File: config.mk
export PLATFORM = sky130hd
export DESIGN_NAME = rtcs_slave
export DESIGN_NICKNAME = d
export VERILOG_FILES = /design/src/rtcs_pkg.sv /design/src/rtcs_cnt_if.sv /design/src/rtcs_bcd_cnt.sv /design/src/rtcs_slave.sv
export VERILOG_INCLUDE_DIRS = /design/src
export SDC_FILE = /design/constraint.sdc
export NUM_CORES = 1
export LEC_CHECK = 0
export CORE_MARGIN = 4
export CORE_UTILIZATION = 30
export DETAILED_ROUTE_END_ITERATION = 16
export DONT_BUFFER_PORTS = 1
export GPL_TIMING_DRIVEN = 1
export REMOVE_ABC_BUFFERS = 1
export SETUP_SLACK_MARGIN = 0.02
export SLEW_MARGIN = 25
export SYNTH_ARGS = -nofsm -noshare
export SYNTH_HDL_FRONTEND = slang
export SYNTH_SLANG_ARGS = --single-unit
export TNS_END_PERCENT = 10
File: constraint.sdc
create_clock -name clock -period 4.1 [get_ports clock]
set_clock_uncertainty 0.2 [all_clocks]
set_input_delay 0.41 -clock clock [delete_from_list [all_inputs] [get_ports clock]]
set_output_delay 0.41 -clock clock [all_outputs]
set_load 0.01 [all_outputs]
File: src/rtcs_defs.svh
// constants for the clock chip serial slave and its time counters
`ifndef RTCS_DEFS_SVH
`define RTCS_DEFS_SVH
`define RTCS_DEV_ADDR 7'h32
`define RTCS_SEC_IDX 8'h00
`define RTCS_MIN_IDX 8'h01
`define RTCS_HOUR_IDX 8'h02
`define RTCS_SEC_MAX 8'h59
`define RTCS_MIN_MAX 8'h59
`define RTCS_HOUR_MAX 8'h23
`define RTCS_BCD_DIGIT_MAX 4'h9
`define RTCS_VAL_RST 8'h00
`define RTCS_RCV_PULSES 4'h9
`define RTCS_WD_MAX 2'h2
`define RTCS_LAST_BIT 3'h7
`endif

File: src/rtcs_pkg.sv
// types shared by the clock chip serial slave
package rtcs_pkg;
    typedef logic [7:0] rtcs_byte_t;
    typedef enum logic [2:0] {
        ST_IDLE, ST_ADDR, ST_ACK, ST_WR, ST_RD, ST_RACK, ST_RLD, ST_IGN
    } rtcs_state_e;
endpackage

File: src/rtcs_cnt_if.sv
// link between the bus slave and one bcd time counter
`timescale 1ns/1ps
interface rtcs_cnt_if;
    logic inc;
    logic wr;
    logic carry;
    logic [7:0] wdata;
    logic [7:0] value;
    modport ctl(output inc, output wr, output wdata, input value, input carry);
    modport cnt(input inc, input wr, input wdata, output value, output carry);
endinterface

File: src/rtcs_bcd_cnt.sv
// one bcd time counter with raw load and self-healing wrap
`timescale 1ns/1ps
`include "rtcs_defs.svh"
module rtcs_bcd_cnt #(
    parameter logic [7:0] MAX_VAL = `RTCS_SEC_MAX
) (
    input wire logic clock,
    input wire logic srst,
    rtcs_cnt_if.cnt c
);
    import rtcs_pkg::*;
    rtcs_byte_t val_r;
    rtcs_byte_t val_nxt;
    logic wrap;

    always_comb begin
        wrap = (val_r >= MAX_VAL);
        val_nxt = val_r;
        if (c.wr) begin
            val_nxt = c.wdata; // no range check on load
        end else if (c.inc) begin
            if (wrap) begin
                val_nxt = `RTCS_VAL_RST; // any out-of-range value heals here
            end else if (val_r[3:0] >= `RTCS_BCD_DIGIT_MAX) begin
                val_nxt = {val_r[7:4] + 4'h1, 4'h0}; // bcd digit carry
            end else begin
                val_nxt = val_r + 8'h01;
            end
        end
    end

    always_ff @(posedge clock) begin
        if (srst) begin
            val_r <= `RTCS_VAL_RST;
        end else begin
            val_r <= val_nxt;
        end
    end

    assign c.value = val_r;
    assign c.carry = c.inc && !c.wr && wrap;
endmodule

File: src/rtcs_slave.sv
// serial slave of the clock chip with freeze, watchdog and bus recovery
// Function
// - nine low clocks reset slave, release data
// - all-zero general call address gets no acknowledge
// - acknowledge every received byte when addressed
// - unhandled general call bytes left unacknowledged
// - time registers hold bcd; master writes bcd
// - seconds accept out-of-range writes like 61
// - counting returns invalid value to valid range
// - bus reset clears interface only, not time
// - counters frozen START to STOP of one transaction
// - transaction over one second aborted, second lost
`timescale 1ns/1ps
`include "rtcs_defs.svh"
module rtcs_slave #(
    parameter logic [6:0] DEV_ADDR = `RTCS_DEV_ADDR
) (
    input wire logic clock,
    input wire logic srst,
    input wire logic scl_in,
    input wire logic sda_in,
    input wire logic bus_rst_n_in,
    input wire logic tick_in,
    output logic sda_oe,
    output rtcs_pkg::rtcs_byte_t sec_bcd,
    output rtcs_pkg::rtcs_byte_t min_bcd,
    output rtcs_pkg::rtcs_byte_t hour_bcd,
    output logic frozen
);
    import rtcs_pkg::*;

    // pin synchronisers; stage 1 feeds stage 2 only
    logic [1:0] scl_sy_r, sda_sy_r, rst_sy_r, tck_sy_r;
    logic scl_d_r, sda_d_r, tck_d_r;
    logic scl_s, sda_s;
    logic scl_rise, scl_fall, start_ev, stop_ev, bus_rst_ev, tick_ev;

    always_ff @(posedge clock) begin
        if (srst) begin
            scl_sy_r <= 2'h3;
            sda_sy_r <= 2'h3;
            rst_sy_r <= 2'h3;
            tck_sy_r <= 2'h0;
            scl_d_r <= 1'b1;
            sda_d_r <= 1'b1;
            tck_d_r <= 1'b0;
        end else begin
            scl_sy_r <= {scl_sy_r[0], scl_in};
            sda_sy_r <= {sda_sy_r[0], sda_in};
            rst_sy_r <= {rst_sy_r[0], bus_rst_n_in};
            tck_sy_r <= {tck_sy_r[0], tick_in};
            scl_d_r <= scl_sy_r[1];
            sda_d_r <= sda_sy_r[1];
            tck_d_r <= tck_sy_r[1];
        end
    end

    assign scl_s = scl_sy_r[1];
    assign sda_s = sda_sy_r[1];
    assign scl_rise = scl_s && !scl_d_r;
    assign scl_fall = !scl_s && scl_d_r;
    assign start_ev = scl_s && scl_d_r && sda_d_r && !sda_s;
    assign stop_ev = scl_s && scl_d_r && !sda_d_r && sda_s;
    assign bus_rst_ev = !rst_sy_r[1];
    assign tick_ev = tck_sy_r[1] && !tck_d_r;

    // protocol state
    rtcs_state_e st_r, st_nxt;
    rtcs_byte_t sh_r, sh_nxt, ptr_r, ptr_nxt, rx_byte, rd_data;
    logic [2:0] bc_r, bc_nxt;
    logic [3:0] rcv_r, rcv_nxt;
    logic rw_r, rw_nxt, first_r, first_nxt, oe_r, oe_nxt;
    logic wr_en, rcv_hit, abort;
    logic blk_r, blk_nxt, inc_r, inc_nxt;
    logic [1:0] wd_r, wd_nxt;

    rtcs_cnt_if sec_if();
    rtcs_cnt_if min_if();
    rtcs_cnt_if hour_if();

    assign rx_byte = {sh_r[6:0], sda_s};
    // our own drive does not count: a written 00 byte plus our ack must not trip it
    assign rcv_hit = scl_rise && !sda_s && !oe_r
        && rcv_r == `RTCS_RCV_PULSES - 4'h1;
    assign abort = blk_r && tick_ev && wd_r == `RTCS_WD_MAX - 2'h1;
    always_comb begin
        unique case (ptr_r)
            `RTCS_SEC_IDX: rd_data = sec_if.value;
            `RTCS_MIN_IDX: rd_data = min_if.value;
            `RTCS_HOUR_IDX: rd_data = hour_if.value;
            default: rd_data = 8'h00;
        endcase
    end

    always_comb begin
        st_nxt = st_r;
        sh_nxt = sh_r;
        bc_nxt = bc_r;
        rw_nxt = rw_r;
        ptr_nxt = ptr_r;
        first_nxt = first_r;
        oe_nxt = oe_r;
        rcv_nxt = rcv_r;
        wr_en = 1'b0;
        if (scl_rise) begin
            rcv_nxt = (sda_s || oe_r) ? 4'h0 : rcv_r + 4'h1;
        end
        if (start_ev || stop_ev || rcv_hit) begin
            rcv_nxt = 4'h0;
        end
        if (bus_rst_ev || abort || stop_ev || rcv_hit) begin
            st_nxt = ST_IDLE; // only a new START leaves idle
            oe_nxt = 1'b0;
        end else if (start_ev) begin
            st_nxt = ST_ADDR;
            bc_nxt = 3'h0;
            first_nxt = 1'b1;
            oe_nxt = 1'b0;
        end else begin
            unique case (st_r)
                ST_IDLE, ST_IGN: begin
                    oe_nxt = 1'b0; // general call and foreign bytes stay silent
                end
                ST_ADDR: if (scl_rise) begin
                    sh_nxt = rx_byte;
                    bc_nxt = bc_r + 3'h1;
                    if (bc_r == `RTCS_LAST_BIT) begin
                        rw_nxt = rx_byte[0];
                        // address 00 never matches a nonzero own address
                        st_nxt = (rx_byte[7:1] == DEV_ADDR && DEV_ADDR != 7'h00)
                            ? ST_ACK : ST_IGN;
                    end
                end
                ST_WR: if (scl_rise) begin
                    sh_nxt = rx_byte;
                    bc_nxt = bc_r + 3'h1;
                    if (bc_r == `RTCS_LAST_BIT) begin
                        st_nxt = ST_ACK;
                        first_nxt = 1'b0;
                        if (first_r) begin
                            ptr_nxt = rx_byte;
                        end else begin
                            wr_en = 1'b1;
                            ptr_nxt = ptr_r + 8'h01;
                        end
                    end
                end
                ST_ACK: if (scl_fall) begin
                    bc_nxt = 3'h0;
                    if (!oe_r) begin
                        oe_nxt = 1'b1; // ack slot pulled low
                    end else if (rw_r) begin
                        sh_nxt = rd_data;
                        oe_nxt = !rd_data[7];
                        st_nxt = ST_RD;
                    end else begin
                        oe_nxt = 1'b0;
                        st_nxt = ST_WR;
                    end
                end
                ST_RD: begin
                    if (scl_fall) begin
                        sh_nxt = {sh_r[6:0], 1'b0};
                        oe_nxt = !sh_r[6];
                    end
                    if (scl_rise) begin
                        bc_nxt = bc_r + 3'h1;
                        if (bc_r == `RTCS_LAST_BIT) begin
                            st_nxt = ST_RACK;
                            ptr_nxt = ptr_r + 8'h01;
                        end
                    end
                end
                ST_RACK: begin
                    if (scl_fall) begin
                        oe_nxt = 1'b0;
                    end
                    if (scl_rise) begin
                        st_nxt = sda_s ? ST_IGN : ST_RLD;
                    end
                end
                ST_RLD: if (scl_fall) begin
                    sh_nxt = rd_data;
                    oe_nxt = !rd_data[7];
                    bc_nxt = 3'h0;
                    st_nxt = ST_RD;
                end
            endcase
        end
    end

    always_ff @(posedge clock) begin
        if (srst) begin
            st_r <= ST_IDLE;
            sh_r <= 8'h00;
            bc_r <= 3'h0;
            rw_r <= 1'b0;
            ptr_r <= 8'h00;
            first_r <= 1'b1;
            oe_r <= 1'b0;
            rcv_r <= 4'h0;
        end else begin
            st_r <= st_nxt;
            sh_r <= sh_nxt;
            bc_r <= bc_nxt;
            rw_r <= rw_nxt;
            ptr_r <= ptr_nxt;
            first_r <= first_nxt;
            oe_r <= oe_nxt;
            rcv_r <= rcv_nxt;
        end
    end

    // freeze and watchdog; bus reset never touches the counters
    always_comb begin
        blk_nxt = blk_r;
        wd_nxt = wd_r;
        inc_nxt = 1'b0;
        if (abort) begin
            blk_nxt = 1'b0; // two ticks missed, one repaid: a second is lost
            wd_nxt = 2'h0;
            inc_nxt = 1'b1;
        end else if (blk_r) begin
            if (tick_ev) begin
                wd_nxt = wd_r + 2'h1; // tick held back while frozen
            end
            if (stop_ev || bus_rst_ev || rcv_hit) begin
                blk_nxt = 1'b0;
            end
        end else begin
            blk_nxt = start_ev; // freeze spans one START..STOP only
            if (wd_r != 2'h0) begin
                inc_nxt = 1'b1;
                wd_nxt = tick_ev ? wd_r : wd_r - 2'h1;
            end else begin
                inc_nxt = tick_ev;
            end
        end
    end

    always_ff @(posedge clock) begin
        if (srst) begin
            blk_r <= 1'b0;
            wd_r <= 2'h0;
            inc_r <= 1'b0;
        end else begin
            blk_r <= blk_nxt;
            wd_r <= wd_nxt;
            inc_r <= inc_nxt;
        end
    end
    assign sec_if.inc = inc_r;
    assign min_if.inc = sec_if.carry;
    assign hour_if.inc = min_if.carry;
    assign sec_if.wr = wr_en && ptr_r == `RTCS_SEC_IDX;
    assign min_if.wr = wr_en && ptr_r == `RTCS_MIN_IDX;
    assign hour_if.wr = wr_en && ptr_r == `RTCS_HOUR_IDX;
    assign sec_if.wdata = rx_byte;
    assign min_if.wdata = rx_byte;
    assign hour_if.wdata = rx_byte;
    rtcs_bcd_cnt #(.MAX_VAL(`RTCS_SEC_MAX)) u_sec (.clock(clock), .srst(srst), .c(sec_if));
    rtcs_bcd_cnt #(.MAX_VAL(`RTCS_MIN_MAX)) u_min (.clock(clock), .srst(srst), .c(min_if));
    rtcs_bcd_cnt #(.MAX_VAL(`RTCS_HOUR_MAX)) u_hour (.clock(clock), .srst(srst), .c(hour_if));
    assign sda_oe = oe_r;
    assign sec_bcd = sec_if.value;
    assign min_bcd = min_if.value;
    assign hour_bcd = hour_if.value;
    assign frozen = blk_r;
endmodule
==> flow_summary.html, run 1 <==
<table>
<tr><th>Metric</th><th>Value</th></tr>
<tr><th colspan="2">Status</th></tr>
<tr><td>Outcome</td><td>complete, no violations</td></tr>
<tr><th colspan="2">Pwr</th></tr>
<tr><td>Final Power</td><td>1769 uW</td></tr>
<tr><td>Power density relative to cell area</td><td>393.3 nW/um^2</td></tr>
<tr><td>Leakage component of the power</td><td>0.001624 uW</td></tr>
<tr><td>Peak supply drop</td><td>0.0001684 V</td></tr>
<tr><th colspan="2">Clock network</th></tr>
<tr><td>Deepest level of the CTS H-tree</td><td>3</td></tr>
<tr><td>Number of clock sinks</td><td>67</td></tr>
<tr><td>TritonCTS clock tree</td><td>built</td></tr>
<tr><td>Cts bufs inserted</td><td>9</td></tr>
<tr><td>Number of buffers inserted by post-CTS setup repair</td><td>0</td></tr>
<tr><td>Number of buffers on the longest clock path</td><td>2</td></tr>
<tr><td>Clock latency reported for the late side of the worst-skew pair</td><td>330 ps</td></tr>
<tr><td>Root buf cell</td><td>clkbuf_16</td></tr>
<tr><td>Hold bufs inserted after CTS</td><td>4</td></tr>
<tr><td>Clock Pin Slew Worst Setup and Hold Paths</td><td>60 ps</td></tr>
<tr><td>CTS-repair resized insts</td><td>0</td></tr>
<tr><th colspan="2">Global routing</th></tr>
<tr><td>Antenna violations before repair</td><td>0</td></tr>
<tr><td>Pin count of the biggest net entering global routing</td><td>54</td></tr>
<tr><td>Overall global routing resource usage</td><td>14.37%</td></tr>
<tr><td>Via count of the first global-routing pass</td><td>3348</td></tr>
<tr><td>First-pass GRT wire length</td><td>17540 um</td></tr>
<tr><td>Sum of overflow across all layers after global routing</td><td>0</td></tr>
<tr><th colspan="2">STA</th></tr>
<tr><td>Post-route clock period utilization</td><td>71.33%</td></tr>
<tr><td>Worst-Margin Slew</td><td>872.2 ps</td></tr>
<tr><td>Max-slew violation count</td><td>0</td></tr>
<tr><td>Total negative setup slack</td><td>0 ps</td></tr>
<tr><td>Final-report setup violation count</td><td>0</td></tr>
<tr><td>Headroom to the max-slew limit</td><td>41.85%</td></tr>
<tr><td>Final count of hold timing violations</td><td>0</td></tr>
<tr><td>Minimum clock period after layout</td><td>2924 ps</td></tr>
<tr><td>Unrepaired setup endpoints after global routing</td><td>false</td></tr>
<tr><td>Maximum achievable frequency</td><td>341.9 MHz</td></tr>
<tr><th colspan="2">Detailed routing</th></tr>
<tr><td>Total wirelength of the detailed-routed design</td><td>10880 um</td></tr>
<tr><td>Total iterations of the first detailed-routing run</td><td>5</td></tr>
<tr><td>Routed length on met2</td><td>4835 um</td></tr>
<tr><td>Antenna violation net count after detailed routing</td><td>0</td></tr>
<tr><td>Residual DRC</td><td>0</td></tr>
<tr><td>Detailed-routing wirelength on met1</td><td>5185 um</td></tr>
<tr><td>Count of vias placed by the detailed router</td><td>3729</td></tr>
<tr><td>Number of vias per cell</td><td>5.566</td></tr>
<tr><td>DR top layer</td><td>met4</td></tr>
<tr><td>Detailed Route Iter0 Violations</td><td>408</td></tr>
<tr><td>Detailed-route wire length per cell</td><td>16.24 um</td></tr>
<tr><td>Routed length on met3</td><td>648 um</td></tr>
<tr><th colspan="2">Critical path</th></tr>
<tr><td>Critical Path RT</td><td>4110 ps</td></tr>
<tr><td>Element type at the critical path start</td><td>register</td></tr>
<tr><td>Maximum fanout along the worst path</td><td>16</td></tr>
<tr><td>Path type of the worst setup path</td><td>register to register</td></tr>
<tr><td>Crit path arrival time</td><td>2940 ps</td></tr>
<tr><td>Type of destination of the critical path</td><td>register</td></tr>
<tr><th colspan="2">Logic synthesis</th></tr>
<tr><td>Post-synth ARST share</td><td>0%</td></tr>
<tr><td>Prevailing post-synth register cell</td><td>dfxtp_1</td></tr>
<tr><td>Number of enable-type register cells in the synthesized netlist</td><td>0</td></tr>
<tr><td>Number of synthesized register bits</td><td>67</td></tr>
<tr><td>Synthesized netlist cell count</td><td>508</td></tr>
<tr><td>Total standard cell area after synthesis</td><td>4013 um^2</td></tr>
<tr><td>Syn_area_per_cell</td><td>7.899 um^2</td></tr>
<tr><td>Register area share after synthesis</td><td>33.43%</td></tr>
<tr><td>Unique cell type count in the Yosys netlist</td><td>59</td></tr>
<tr><td>Count of warnings emitted by yosys</td><td>0</td></tr>
<tr><th colspan="2">Layout</th></tr>
<tr><td>Fraction of the core area covered by cells at the end of the flow</td><td>34.92%</td></tr>
<tr><td>Number of nets in the final layout</td><td>524</td></tr>
<tr><td>Share of post-route cells with drive strength above 1</td><td>6.827%</td></tr>
<tr><td>Ant diodes</td><td>0</td></tr>
<tr><td>Area grow syn2layout</td><td>12.07%</td></tr>
<tr><th colspan="2">Floorplanning</th></tr>
<tr><td>Floorplan die area</td><td>15290 um^2</td></tr>
<tr><td>Overall die height</td><td>123.7 um</td></tr>
<tr><td>Initial standard-cell utilization of the core</td><td>31.16%</td></tr>
<tr><td>Width of the die</td><td>123.7 um</td></tr>
<tr><td>Core Rows</td><td>41</td></tr>
<tr><td>Core footprint</td><td>12880 um^2</td></tr>
<tr><td>Top-Level Pins</td><td>32</td></tr>
<tr><th colspan="2">Hold path</th></tr>
<tr><td>Path class of the lowest-slack min-delay path</td><td>primary input to register</td></tr>
<tr><th colspan="2">Placement</th></tr>
<tr><td>Final weighted congestion of routability-driven global placement</td><td>0.8531</td></tr>
<tr><td>Count of buffers from port buffering</td><td>0</td></tr>
<tr><td>HPWL after detailed placement</td><td>7577 um</td></tr>
<tr><th colspan="2">Flow run</th></tr>
<tr><td>Maxcap violations</td><td>0</td></tr>
</table>
[metrics by stage]
stage / std cells / setup slack, ps / hold slack (ps) / area (um^2)
floorplan: 478 / 1731 / 189.5 / 3870
global placement: 650 / 1356 / 190.8 / 4085
detailed placement: 650 / 1244 / 202.6 / 4085
CTS: 670 / 1213 / 4.253 / 4497
global route: 670 / 978.8 / 20.85 / 4497
finish: 670 / 1176 / 11.63 / 4497
[sequential cells by signal, summed over array words and instances, names as in the netlist]
register        count
bc_r                3
first_r             1
frozen              1
inc_r               1
ptr_r               8
rcv_r               4
rst_sy_r            2
rw_r                1
scl_d_r             1
scl_sy_r            2
sda_d_r             1
sda_oe              1
sda_sy_r            2
sh_r                7
st_r                3
tck_d_r             1
tck_sy_r            2
u_hour.c.value      8
u_min.c.value       8
u_sec.c.value       8
wd_r                2
[report_power, final]
part	switching [uW]	total (uW)	leakage, uW	internal (uW)
combinational	77.6	137	0.000902	59.2
clock	281	924	0.000179	642
sequential	35.5	708	0.000543	673
total	394	1770	0.00162	1370
[Yosys cell counts, types with 5 or more instances]
cell | count | share of area (%)
nand2b_1 | 11 | 1.7
a21oi_1 | 36 | 4.5
nor2_1 | 64 | 6.0
nand4_1 | 5 | 0.78
buf_2 | 6 | 0.75
nor3b_1 | 5 | 0.94
a222oi_1 | 8 | 2.0
clkbuf_1 | 20 | 1.9
nor3_1 | 17 | 2.1
ha_1 | 25 | 7.8
or2_2 | 9 | 1.4
and3_1 | 17 | 2.7
o21ai_1 | 5 | 0.62
a22oi_1 | 10 | 1.9
dfxtp_1 | 67 | 33
nor2b_1 | 6 | 0.94
nand3_1 | 16 | 2.0
inv_1 | 24 | 2.2
nand2_1 | 35 | 3.3
a211oi_1 | 21 | 3.9
a31oi_1 | 7 | 1.1
o21ai_0 | 26 | 3.2
[final timing paths]
kind | start | to | slack, ps | depth (start not counted)
worst max-delay path | wd_r[1] | ptr_r[5] | 1180 | 8
worst max register to register | wd_r[1] | ptr_r[5] | 1180 | 8
worst min register to register | scl_sy_r[0] | scl_sy_r[1] | 210 | 1
worst min-delay path | tick_in | tck_sy_r[0] | 10 | 1
[critical path: stages (launching register included)]
cell	delay (ps)
dfxtp_1	370
inv_1	80
ha_1	220
and4b_1	280
a211oi_2	640
and3_1	610
o21ai_0	180
a22oi_1	170
nor2_1	50
[layout by cell type, fill, tap and decap left out, types with 4 or more instances in the layout]
cell type	n
ha_1	25
or2_2	9
mux2i_1	4
and3_1	17
nor3_1	17
clkbuf_16	9
inv_1	24
nor2_1	64
o21ai_0	26
a211oi_1	21
o22ai_1	4
nand2_1	35
a222oi_1	8
a22oi_1	10
o21ai_1	5
a31oi_1	7
o31ai_1	4
o211ai_1	4
dfxtp_1	67
nand2b_1	11
nand3_1	16
nor2b_1	6
nand4_1	5
a21oi_1	36
nor3b_1	5
[cell families after synthesis]
| kind of cell | after synthesis | share of synthesized area (%) |
|---|---|---|
| AOI/OAI and AO/OA | 145 | 24.01 |
| DFF | 67 | 33.43 |
| buffers and inverters | 55 | 5.893 |
| xor gates and xnor gates | 1 | 0.2183 |
| adders and majority gates | 25 | 7.795 |
| and+or+nand+nor | 211 | 27.66 |
| muxes | 4 | 0.9979 |
[cell type report]
class / instances / area [um^2]
clock buffers: 12 / 266.5
clock inverters: 4 / 95.09
fillers: 1294 / 8379
inverters: 25 / 93.84
multi-input cells: 386 / 2435
flip-flops and latches: 67 / 1341
well taps: 172 / 215.2
repair buffers: 4 / 50.05
[per-layer routing]
metal  up-vias  GRT usage [%]
met5         -              0
met4         0          5.744
met3        18          3.088
met2       115          21.29
met1      1773          20.26
li1       1823              -
Power figures use the tool's default switching activity.
==> run 2: changes to the inputs <==
clock period = 3 ns   (was 4.1 ns; I/O delays follow)
==> run 2 against run 1 <==
Cell count rose by 2.5%. Sequential cell count did not move. Critical path depth is 1 lower. Largest cell class unchanged.
==> flow_summary.html, run 2 (synthesis results as in run 1) <==
<table>
<tr><th>Metric</th><th>Value</th></tr>
<tr><th colspan="2">Global routing</th></tr>
<tr><td>Pin count of the biggest net entering global routing</td><td>54</td></tr>
<tr><td>Antenna violations before repair</td><td>0</td></tr>
<tr><td>First-pass GRT wire length</td><td>18190 um</td></tr>
<tr><td>Sum of overflow across all layers after global routing</td><td>0</td></tr>
<tr><td>Overall global routing resource usage</td><td>14.98%</td></tr>
<tr><td>Via count of the first global-routing pass</td><td>3499</td></tr>
<tr><th colspan="2">Critical path</th></tr>
<tr><td>Maximum fanout along the worst path</td><td>14</td></tr>
<tr><td>Crit path largest cell delay</td><td>570 ps</td></tr>
<tr><td>Worst reg2reg setup slack</td><td>290 ps</td></tr>
<tr><td>Path type of the worst setup path</td><td>register to register</td></tr>
<tr><td>Type of destination of the critical path</td><td>register</td></tr>
<tr><td>Highest-delay cell along the critical path</td><td>a311oi_4</td></tr>
<tr><td>Crit path arrival time</td><td>2770 ps</td></tr>
<tr><td>Critical Path, Cell by Cell</td><td>inv_1 &gt; ha_1 &gt; or2_2 &gt; a311oi_4 &gt; o2111ai_1 &gt; and3_1 &gt; nor3_1</td></tr>
<tr><td>Element type at the critical path start</td><td>register</td></tr>
<tr><td>Critical Path RT</td><td>3060 ps</td></tr>
<tr><th colspan="2">Detailed routing</th></tr>
<tr><td>Total iterations of the first detailed-routing run</td><td>7</td></tr>
<tr><td>Number of vias per cell</td><td>5.483</td></tr>
<tr><td>Detailed-route wire length per cell</td><td>16.19 um</td></tr>
<tr><td>Total wirelength of the detailed-routed design</td><td>11120 um</td></tr>
<tr><td>Detailed Route Iter0 Violations</td><td>318</td></tr>
<tr><td>Antenna violation net count after detailed routing</td><td>0</td></tr>
<tr><td>Count of vias placed by the detailed router</td><td>3767</td></tr>
<tr><td>Residual DRC</td><td>0</td></tr>
<tr><th colspan="2">Layout</th></tr>
<tr><td>Final instance area</td><td>4586 um^2</td></tr>
<tr><td>Area occupied by registers</td><td>1341 um^2</td></tr>
<tr><td>Share of post-route cells with drive strength above 1</td><td>9.515%</td></tr>
<tr><td>Fillcell total</td><td>1298</td></tr>
<tr><td>Commonest non-fill, non-tap cell in the layout</td><td>dfxtp_1</td></tr>
<tr><td>Multi-input gate area</td><td>2446 um^2</td></tr>
<tr><td>Ant diodes</td><td>0</td></tr>
<tr><td>Most frequent cells in the layout</td><td>67 x dfxtp_1, 64 x nor2_1, 36 x a21oi_1</td></tr>
<tr><td>Final non-filler cell total</td><td>687</td></tr>
<tr><td>Area grow syn2layout</td><td>14.28%</td></tr>
<tr><td>Number of nets in the final layout</td><td>541</td></tr>
<tr><th colspan="2">Floorplanning</th></tr>
<tr><td>Initial standard-cell utilization of the core</td><td>31.16%</td></tr>
<tr><td>Width of the die</td><td>123.7 um</td></tr>
<tr><td>Core footprint</td><td>12880 um^2</td></tr>
<tr><td>Floorplan die area</td><td>15290 um^2</td></tr>
<tr><td>Core Rows</td><td>41</td></tr>
<tr><td>Overall die height</td><td>123.7 um</td></tr>
<tr><td>Top-Level Pins</td><td>32</td></tr>
<tr><th colspan="2">STA</th></tr>
<tr><td>Worst-Margin Slew</td><td>671.6 ps</td></tr>
<tr><td>Post-route clock period utilization</td><td>90.29%</td></tr>
<tr><td>Minimum clock period after layout</td><td>2709 ps</td></tr>
<tr><td>Headroom to the max-slew limit</td><td>55.23%</td></tr>
<tr><td>Setup ws final</td><td>291.3 ps</td></tr>
<tr><td>Final-report setup violation count</td><td>0</td></tr>
<tr><td>Total negative setup slack</td><td>0 ps</td></tr>
<tr><td>Unrepaired setup endpoints after global routing</td><td>false</td></tr>
<tr><td>Maximum achievable frequency</td><td>369.2 MHz</td></tr>
<tr><td>Max-slew violation count</td><td>0</td></tr>
<tr><td>Final count of hold timing violations</td><td>0</td></tr>
<tr><th colspan="2">Clock network</th></tr>
<tr><td>Cts bufs inserted</td><td>9</td></tr>
<tr><td>Clock Pin Slew Worst Setup and Hold Paths</td><td>60 ps</td></tr>
<tr><td>Number of clock sinks</td><td>67</td></tr>
<tr><td>Clock latency reported for the late side of the worst-skew pair</td><td>340 ps</td></tr>
<tr><td>TritonCTS clock tree</td><td>built</td></tr>
<tr><td>Number of buffers on the longest clock path</td><td>2</td></tr>
<tr><td>Deepest level of the CTS H-tree</td><td>3</td></tr>
<tr><td>Root buf cell</td><td>clkbuf_16</td></tr>
<tr><th colspan="2">Flow run</th></tr>
<tr><td>Maxcap violations</td><td>0</td></tr>
<tr><th colspan="2">Placement</th></tr>
<tr><td>Placed Area</td><td>4205 um^2</td></tr>
<tr><td>Final weighted congestion of routability-driven global placement</td><td>0.9006</td></tr>
<tr><td>Count of buffers from port buffering</td><td>0</td></tr>
<tr><td>Worst slack at placement</td><td>171.0 ps</td></tr>
<tr><td>Count of placed standard cells including taps</td><td>666</td></tr>
<tr><td>HPWL after detailed placement</td><td>7897 um</td></tr>
<tr><th colspan="2">Status</th></tr>
<tr><td>Outcome</td><td>complete, no violations</td></tr>
<tr><th colspan="2">Hold path</th></tr>
<tr><td>Path class of the lowest-slack min-delay path</td><td>primary input to register</td></tr>
<tr><th colspan="2">Pwr</th></tr>
<tr><td>Leakage component of the power</td><td>0.001686 uW</td></tr>
<tr><td>Power density relative to cell area</td><td>494.5 nW/um^2</td></tr>
<tr><td>Final Power</td><td>2268 uW</td></tr>
<tr><td>Peak supply drop</td><td>0.0002612 V</td></tr>
</table>
## run 2: cell types whose count changed in the layout (fill, tap and decap cells not counted), sizes merged
cell,delta
buf,+16
bufinv,-1
dlygate4sd3,+1
clkinv,+3
clkbuf,-2
## run 2: final timing paths
check,to,cells after the start,startpoint
max,u_hour.c.value[5],7,ptr_r[0]
min,st_r[2],3,srst
max reg2reg,u_hour.c.value[5],7,ptr_r[0]
min reg2reg,rst_sy_r[1],1,rst_sy_r[0]
## run 2: layout make-up
cell class,count,share of cell area [%]
multi-input cells,386,53.34
flip-flops and latches,67,29.25
clock buffers,10,4.993
well taps,172,4.693
repair buffers,21,3.929
inverters,25,2.046
clock inverters,6,1.746
## run 2: per-stage QoR
step	hold slack (ps)	util, %
CTS	13.03	35.53
detailed placement	182.9	32.66
global route	28.42	35.61
global placement	179.9	32.66
finish	21.09	35.61
floorplan	169.1	-
## run 2: per-layer routing
| layer | part of all wire (%) | GRT usage [%] |
|---|---|---|
| met5 | 0 | 0 |
| met4 | 2.4 | 6.367 |
| met3 | 6.6 | 3.588 |
| met2 | 43 | 22.44 |
| met1 | 48 | 20.55 |
## run 2: where the power goes
group          switching (uW)  internal, uW  leakage, uW
Clock                     386           721     0.000156
Sequential               41.9           919     0.000543
Combinational             114          85.0     0.000987
## run 2: critical path, delay by kind of cell, from the launching register on
kind	cells	cell delay [ps]
flip-flops	1	450
AND/OR/NAND/NOR	3	740
buffers and inverters	1	100
adder cells (fa/ha/maj)	1	340
AO/OA/AOI/OAI	2	790
## run 2: what timing repair did
item | 4_1_cts | 5_1_grt
hold buffers | 5 | 0
hold endpoints to repair | 53 | 0
setup endpoints to repair | 0 | 2
setup buffers | 0 | 0
resized for setup | 0 | 1
==> run 3: changes to the inputs <==
GPL_TIMING_DRIVEN = 0   (was 1)
==> run 3 against run 2 <==
Count of clock-buffer cells in the layout is 3 higher. Clock power is 5% lower. Worst hold slack better by 11 ps. Critical path depth is 1 lower. Non-clock buffer count is 16 lower. Critical path type unchanged.
==> flow_summary.html, run 3 (synthesis results as in run 1) <==
<table>
<tr><th>Metric</th><th>Value</th></tr>
<tr><th colspan="2">Status</th></tr>
<tr><td>Outcome</td><td>complete, no violations</td></tr>
<tr><th colspan="2">Global routing</th></tr>
<tr><td>Via count of the first global-routing pass</td><td>3520</td></tr>
<tr><td>Pin count of the biggest net entering global routing</td><td>54</td></tr>
<tr><td>Overall global routing resource usage</td><td>14.72%</td></tr>
<tr><td>Antenna violations before repair</td><td>0</td></tr>
<tr><td>Sum of overflow across all layers after global routing</td><td>0</td></tr>
<tr><td>First-pass GRT wire length</td><td>17930 um</td></tr>
<tr><th colspan="2">Critical path</th></tr>
<tr><td>Path type of the worst setup path</td><td>register to register</td></tr>
<tr><td>Worst reg2reg setup slack</td><td>240 ps</td></tr>
<tr><td>Endpoint of the worst register-to-register path</td><td>u_min.c.value[4]</td></tr>
<tr><td>Element type at the critical path start</td><td>register</td></tr>
<tr><td>Logic depth of the worst register-to-register path</td><td>6</td></tr>
<tr><td>Maximum fanout along the worst path</td><td>14</td></tr>
<tr><td>Critical Path RT</td><td>3010 ps</td></tr>
<tr><td>R2r startpoint</td><td>sda_sy_r[1]</td></tr>
<tr><td>Crit path arrival time</td><td>2770 ps</td></tr>
<tr><td>Type of destination of the critical path</td><td>register</td></tr>
<tr><th colspan="2">STA</th></tr>
<tr><td>Total negative setup slack</td><td>0 ps</td></tr>
<tr><td>Max-slew violation count</td><td>0</td></tr>
<tr><td>Minimum clock period after layout</td><td>2763 ps</td></tr>
<tr><td>Setup ws final</td><td>237.4 ps</td></tr>
<tr><td>Post-route clock period utilization</td><td>92.09%</td></tr>
<tr><td>Headroom to the max-slew limit</td><td>53.78%</td></tr>
<tr><td>Maximum achievable frequency</td><td>362.0 MHz</td></tr>
<tr><td>Worst-Margin Slew</td><td>686.9 ps</td></tr>
<tr><td>Final count of hold timing violations</td><td>0</td></tr>
<tr><td>Final-report setup violation count</td><td>0</td></tr>
<tr><td>Unrepaired setup endpoints after global routing</td><td>false</td></tr>
<tr><th colspan="2">Clock network</th></tr>
<tr><td>Number of buffers on the longest clock path</td><td>2</td></tr>
<tr><td>Deepest level of the CTS H-tree</td><td>3</td></tr>
<tr><td>TritonCTS clock tree</td><td>built</td></tr>
<tr><td>Root buf cell</td><td>clkbuf_16</td></tr>
<tr><td>Clock Pin Slew Worst Setup and Hold Paths</td><td>50 ps</td></tr>
<tr><td>Number of buffers inserted by post-CTS setup repair</td><td>0</td></tr>
<tr><td>Number of clock sinks</td><td>67</td></tr>
<tr><td>Cts bufs inserted</td><td>9</td></tr>
<tr><td>Clock latency reported for the late side of the worst-skew pair</td><td>330 ps</td></tr>
<tr><th colspan="2">Floorplanning</th></tr>
<tr><td>Floorplan die area</td><td>15290 um^2</td></tr>
<tr><td>Initial standard-cell utilization of the core</td><td>31.16%</td></tr>
<tr><td>Core footprint</td><td>12880 um^2</td></tr>
<tr><td>Top-Level Pins</td><td>32</td></tr>
<tr><td>Width of the die</td><td>123.7 um</td></tr>
<tr><td>Core Rows</td><td>41</td></tr>
<tr><td>Overall die height</td><td>123.7 um</td></tr>
<tr><th colspan="2">Layout</th></tr>
<tr><td>Final instance area</td><td>4461 um^2</td></tr>
<tr><td>Area occupied by registers</td><td>1341 um^2</td></tr>
<tr><td>Final non-filler cell total</td><td>670</td></tr>
<tr><td>Area grow syn2layout</td><td>11.16%</td></tr>
<tr><td>Ant diodes</td><td>0</td></tr>
<tr><td>Fillcell total</td><td>1334</td></tr>
<tr><td>Share of post-route cells with drive strength above 1</td><td>6.426%</td></tr>
<tr><td>Multi-input gate area</td><td>2455 um^2</td></tr>
<tr><td>Fraction of the core area covered by cells at the end of the flow</td><td>34.64%</td></tr>
<tr><td>Commonest non-fill, non-tap cell in the layout</td><td>dfxtp_1</td></tr>
<tr><td>Most frequent cells in the layout</td><td>67 x dfxtp_1, 64 x nor2_1, 36 x a21oi_1</td></tr>
<tr><td>Number of nets in the final layout</td><td>525</td></tr>
<tr><th colspan="2">Hold path</th></tr>
<tr><td>Depth of the worst hold-timing path</td><td>3</td></tr>
<tr><td>Endpoint of the worst hold-timing path</td><td>st_r[2]</td></tr>
<tr><td>Hold Startpoint</td><td>srst</td></tr>
<tr><td>Path class of the lowest-slack min-delay path</td><td>primary input to register</td></tr>
<tr><th colspan="2">Detailed routing</th></tr>
<tr><td>Detailed-route wire length per cell</td><td>16.15 um</td></tr>
<tr><td>Residual DRC</td><td>0</td></tr>
<tr><td>Number of vias per cell</td><td>5.570</td></tr>
<tr><td>Total wirelength of the detailed-routed design</td><td>10820 um</td></tr>
<tr><td>Antenna violation net count after detailed routing</td><td>0</td></tr>
<tr><td>Count of vias placed by the detailed router</td><td>3732</td></tr>
<tr><td>Total iterations of the first detailed-routing run</td><td>5</td></tr>
<tr><td>Detailed Route Iter0 Violations</td><td>306</td></tr>
<tr><th colspan="2">Placement</th></tr>
<tr><td>Placed Area</td><td>4085 um^2</td></tr>
<tr><td>Worst slack at placement</td><td>1.949 ps</td></tr>
<tr><td>Count of placed standard cells including taps</td><td>650</td></tr>
<tr><td>Count of buffers from port buffering</td><td>0</td></tr>
<tr><td>Final weighted congestion of routability-driven global placement</td><td>0.8920</td></tr>
<tr><td>HPWL after detailed placement</td><td>7578 um</td></tr>
<tr><th colspan="2">Flow run</th></tr>
<tr><td>Maxcap violations</td><td>0</td></tr>
<tr><th colspan="2">Pwr</th></tr>
<tr><td>Peak supply drop</td><td>0.0002794 V</td></tr>
<tr><td>Leakage component of the power</td><td>0.001594 uW</td></tr>
<tr><td>Power density relative to cell area</td><td>495.0 nW/um^2</td></tr>
</table>
## run 3: cell count changes in the layout (fill, tap and decap cells not counted), sizes merged
cell and delta:
clkbuf +3, buf -16, clkinv -3, bufinv -1
## run 3: through the flow
stage,total power [uW],hold slack [ps]
floorplan,1103,169.1
global placement,1142,182.6
detailed placement,1156,178.7
CTS,2226,12.90
global route,2294,26.91
finish,2208,31.94
## run 3: per-layer routing
metal | track usage, % | share of wire, % | wire [um] | vias up
met2 | 22.85 | 45 | 4871 | 110
met1 | 19.61 | 47 | 5050 | 1764
met3 | 3.406 | 5.7 | 620 | 31
li1 | - | - | - | 1827
met5 | 0 | 0 | 0 | -
met4 | 6.228 | 2.6 | 278 | 0
## run 3: worst max path at each step
| stage | from | to | slack, ps | cells past startpoint |
|---|---|---|---|---|
| 2_1_floorplan | ptr_r[0] | u_hour.c.value[5] | 630 | 7 |
| 3_3_place_gp | sda_sy_r[1] | ptr_r[4] | 30 | 6 |
| 3_5_place_dp | sda_sy_r[1] | ptr_r[4] | 2 | 6 |
| 4_1_cts | sda_sy_r[1] | u_hour.c.value[5] | 70 | 6 |
| 5_1_grt | sda_sy_r[1] | u_hour.c.value[5] | 40 | 6 |
| 6_report | sda_sy_r[1] | u_min.c.value[4] | 240 | 6 |
## run 3: cell type report
class	instances	share of cell area, %
Inverter	25	2.104
Clock buffer	13	5.835
Timing Repair Buffer	5	1.346
Sequential cell	67	30.07
Tap cell	172	4.825
Clock inverter	2	0.7854
Multi-Input combinational cell	386	55.03
## run 3: what timing repair did
| item | 4_1_cts | 5_1_grt |
|---|---|---|
| hold buffers | 5 | 0 |
| setup endpoints to repair | 6 | 12 |
| hold endpoints to repair | 53 | 0 |
| gates resized for setup | 1 | 2 |
## run 3: where the power goes
group	total, uW	switching (uW)	leakage [uW]	internal (uW)
registers	968	48.8	0.000543	920
clock network	1050	369	0.000146	683
logic	188	106	0.000905	82.1
## run 3: critical path: stages, from the launching register on
cell,delay (ps)
dfxtp_1,760
nor4b_4,160
a211oi_4,600
and3_1,490
nor2_2,110
nor3b_1,210
o22ai_1,110
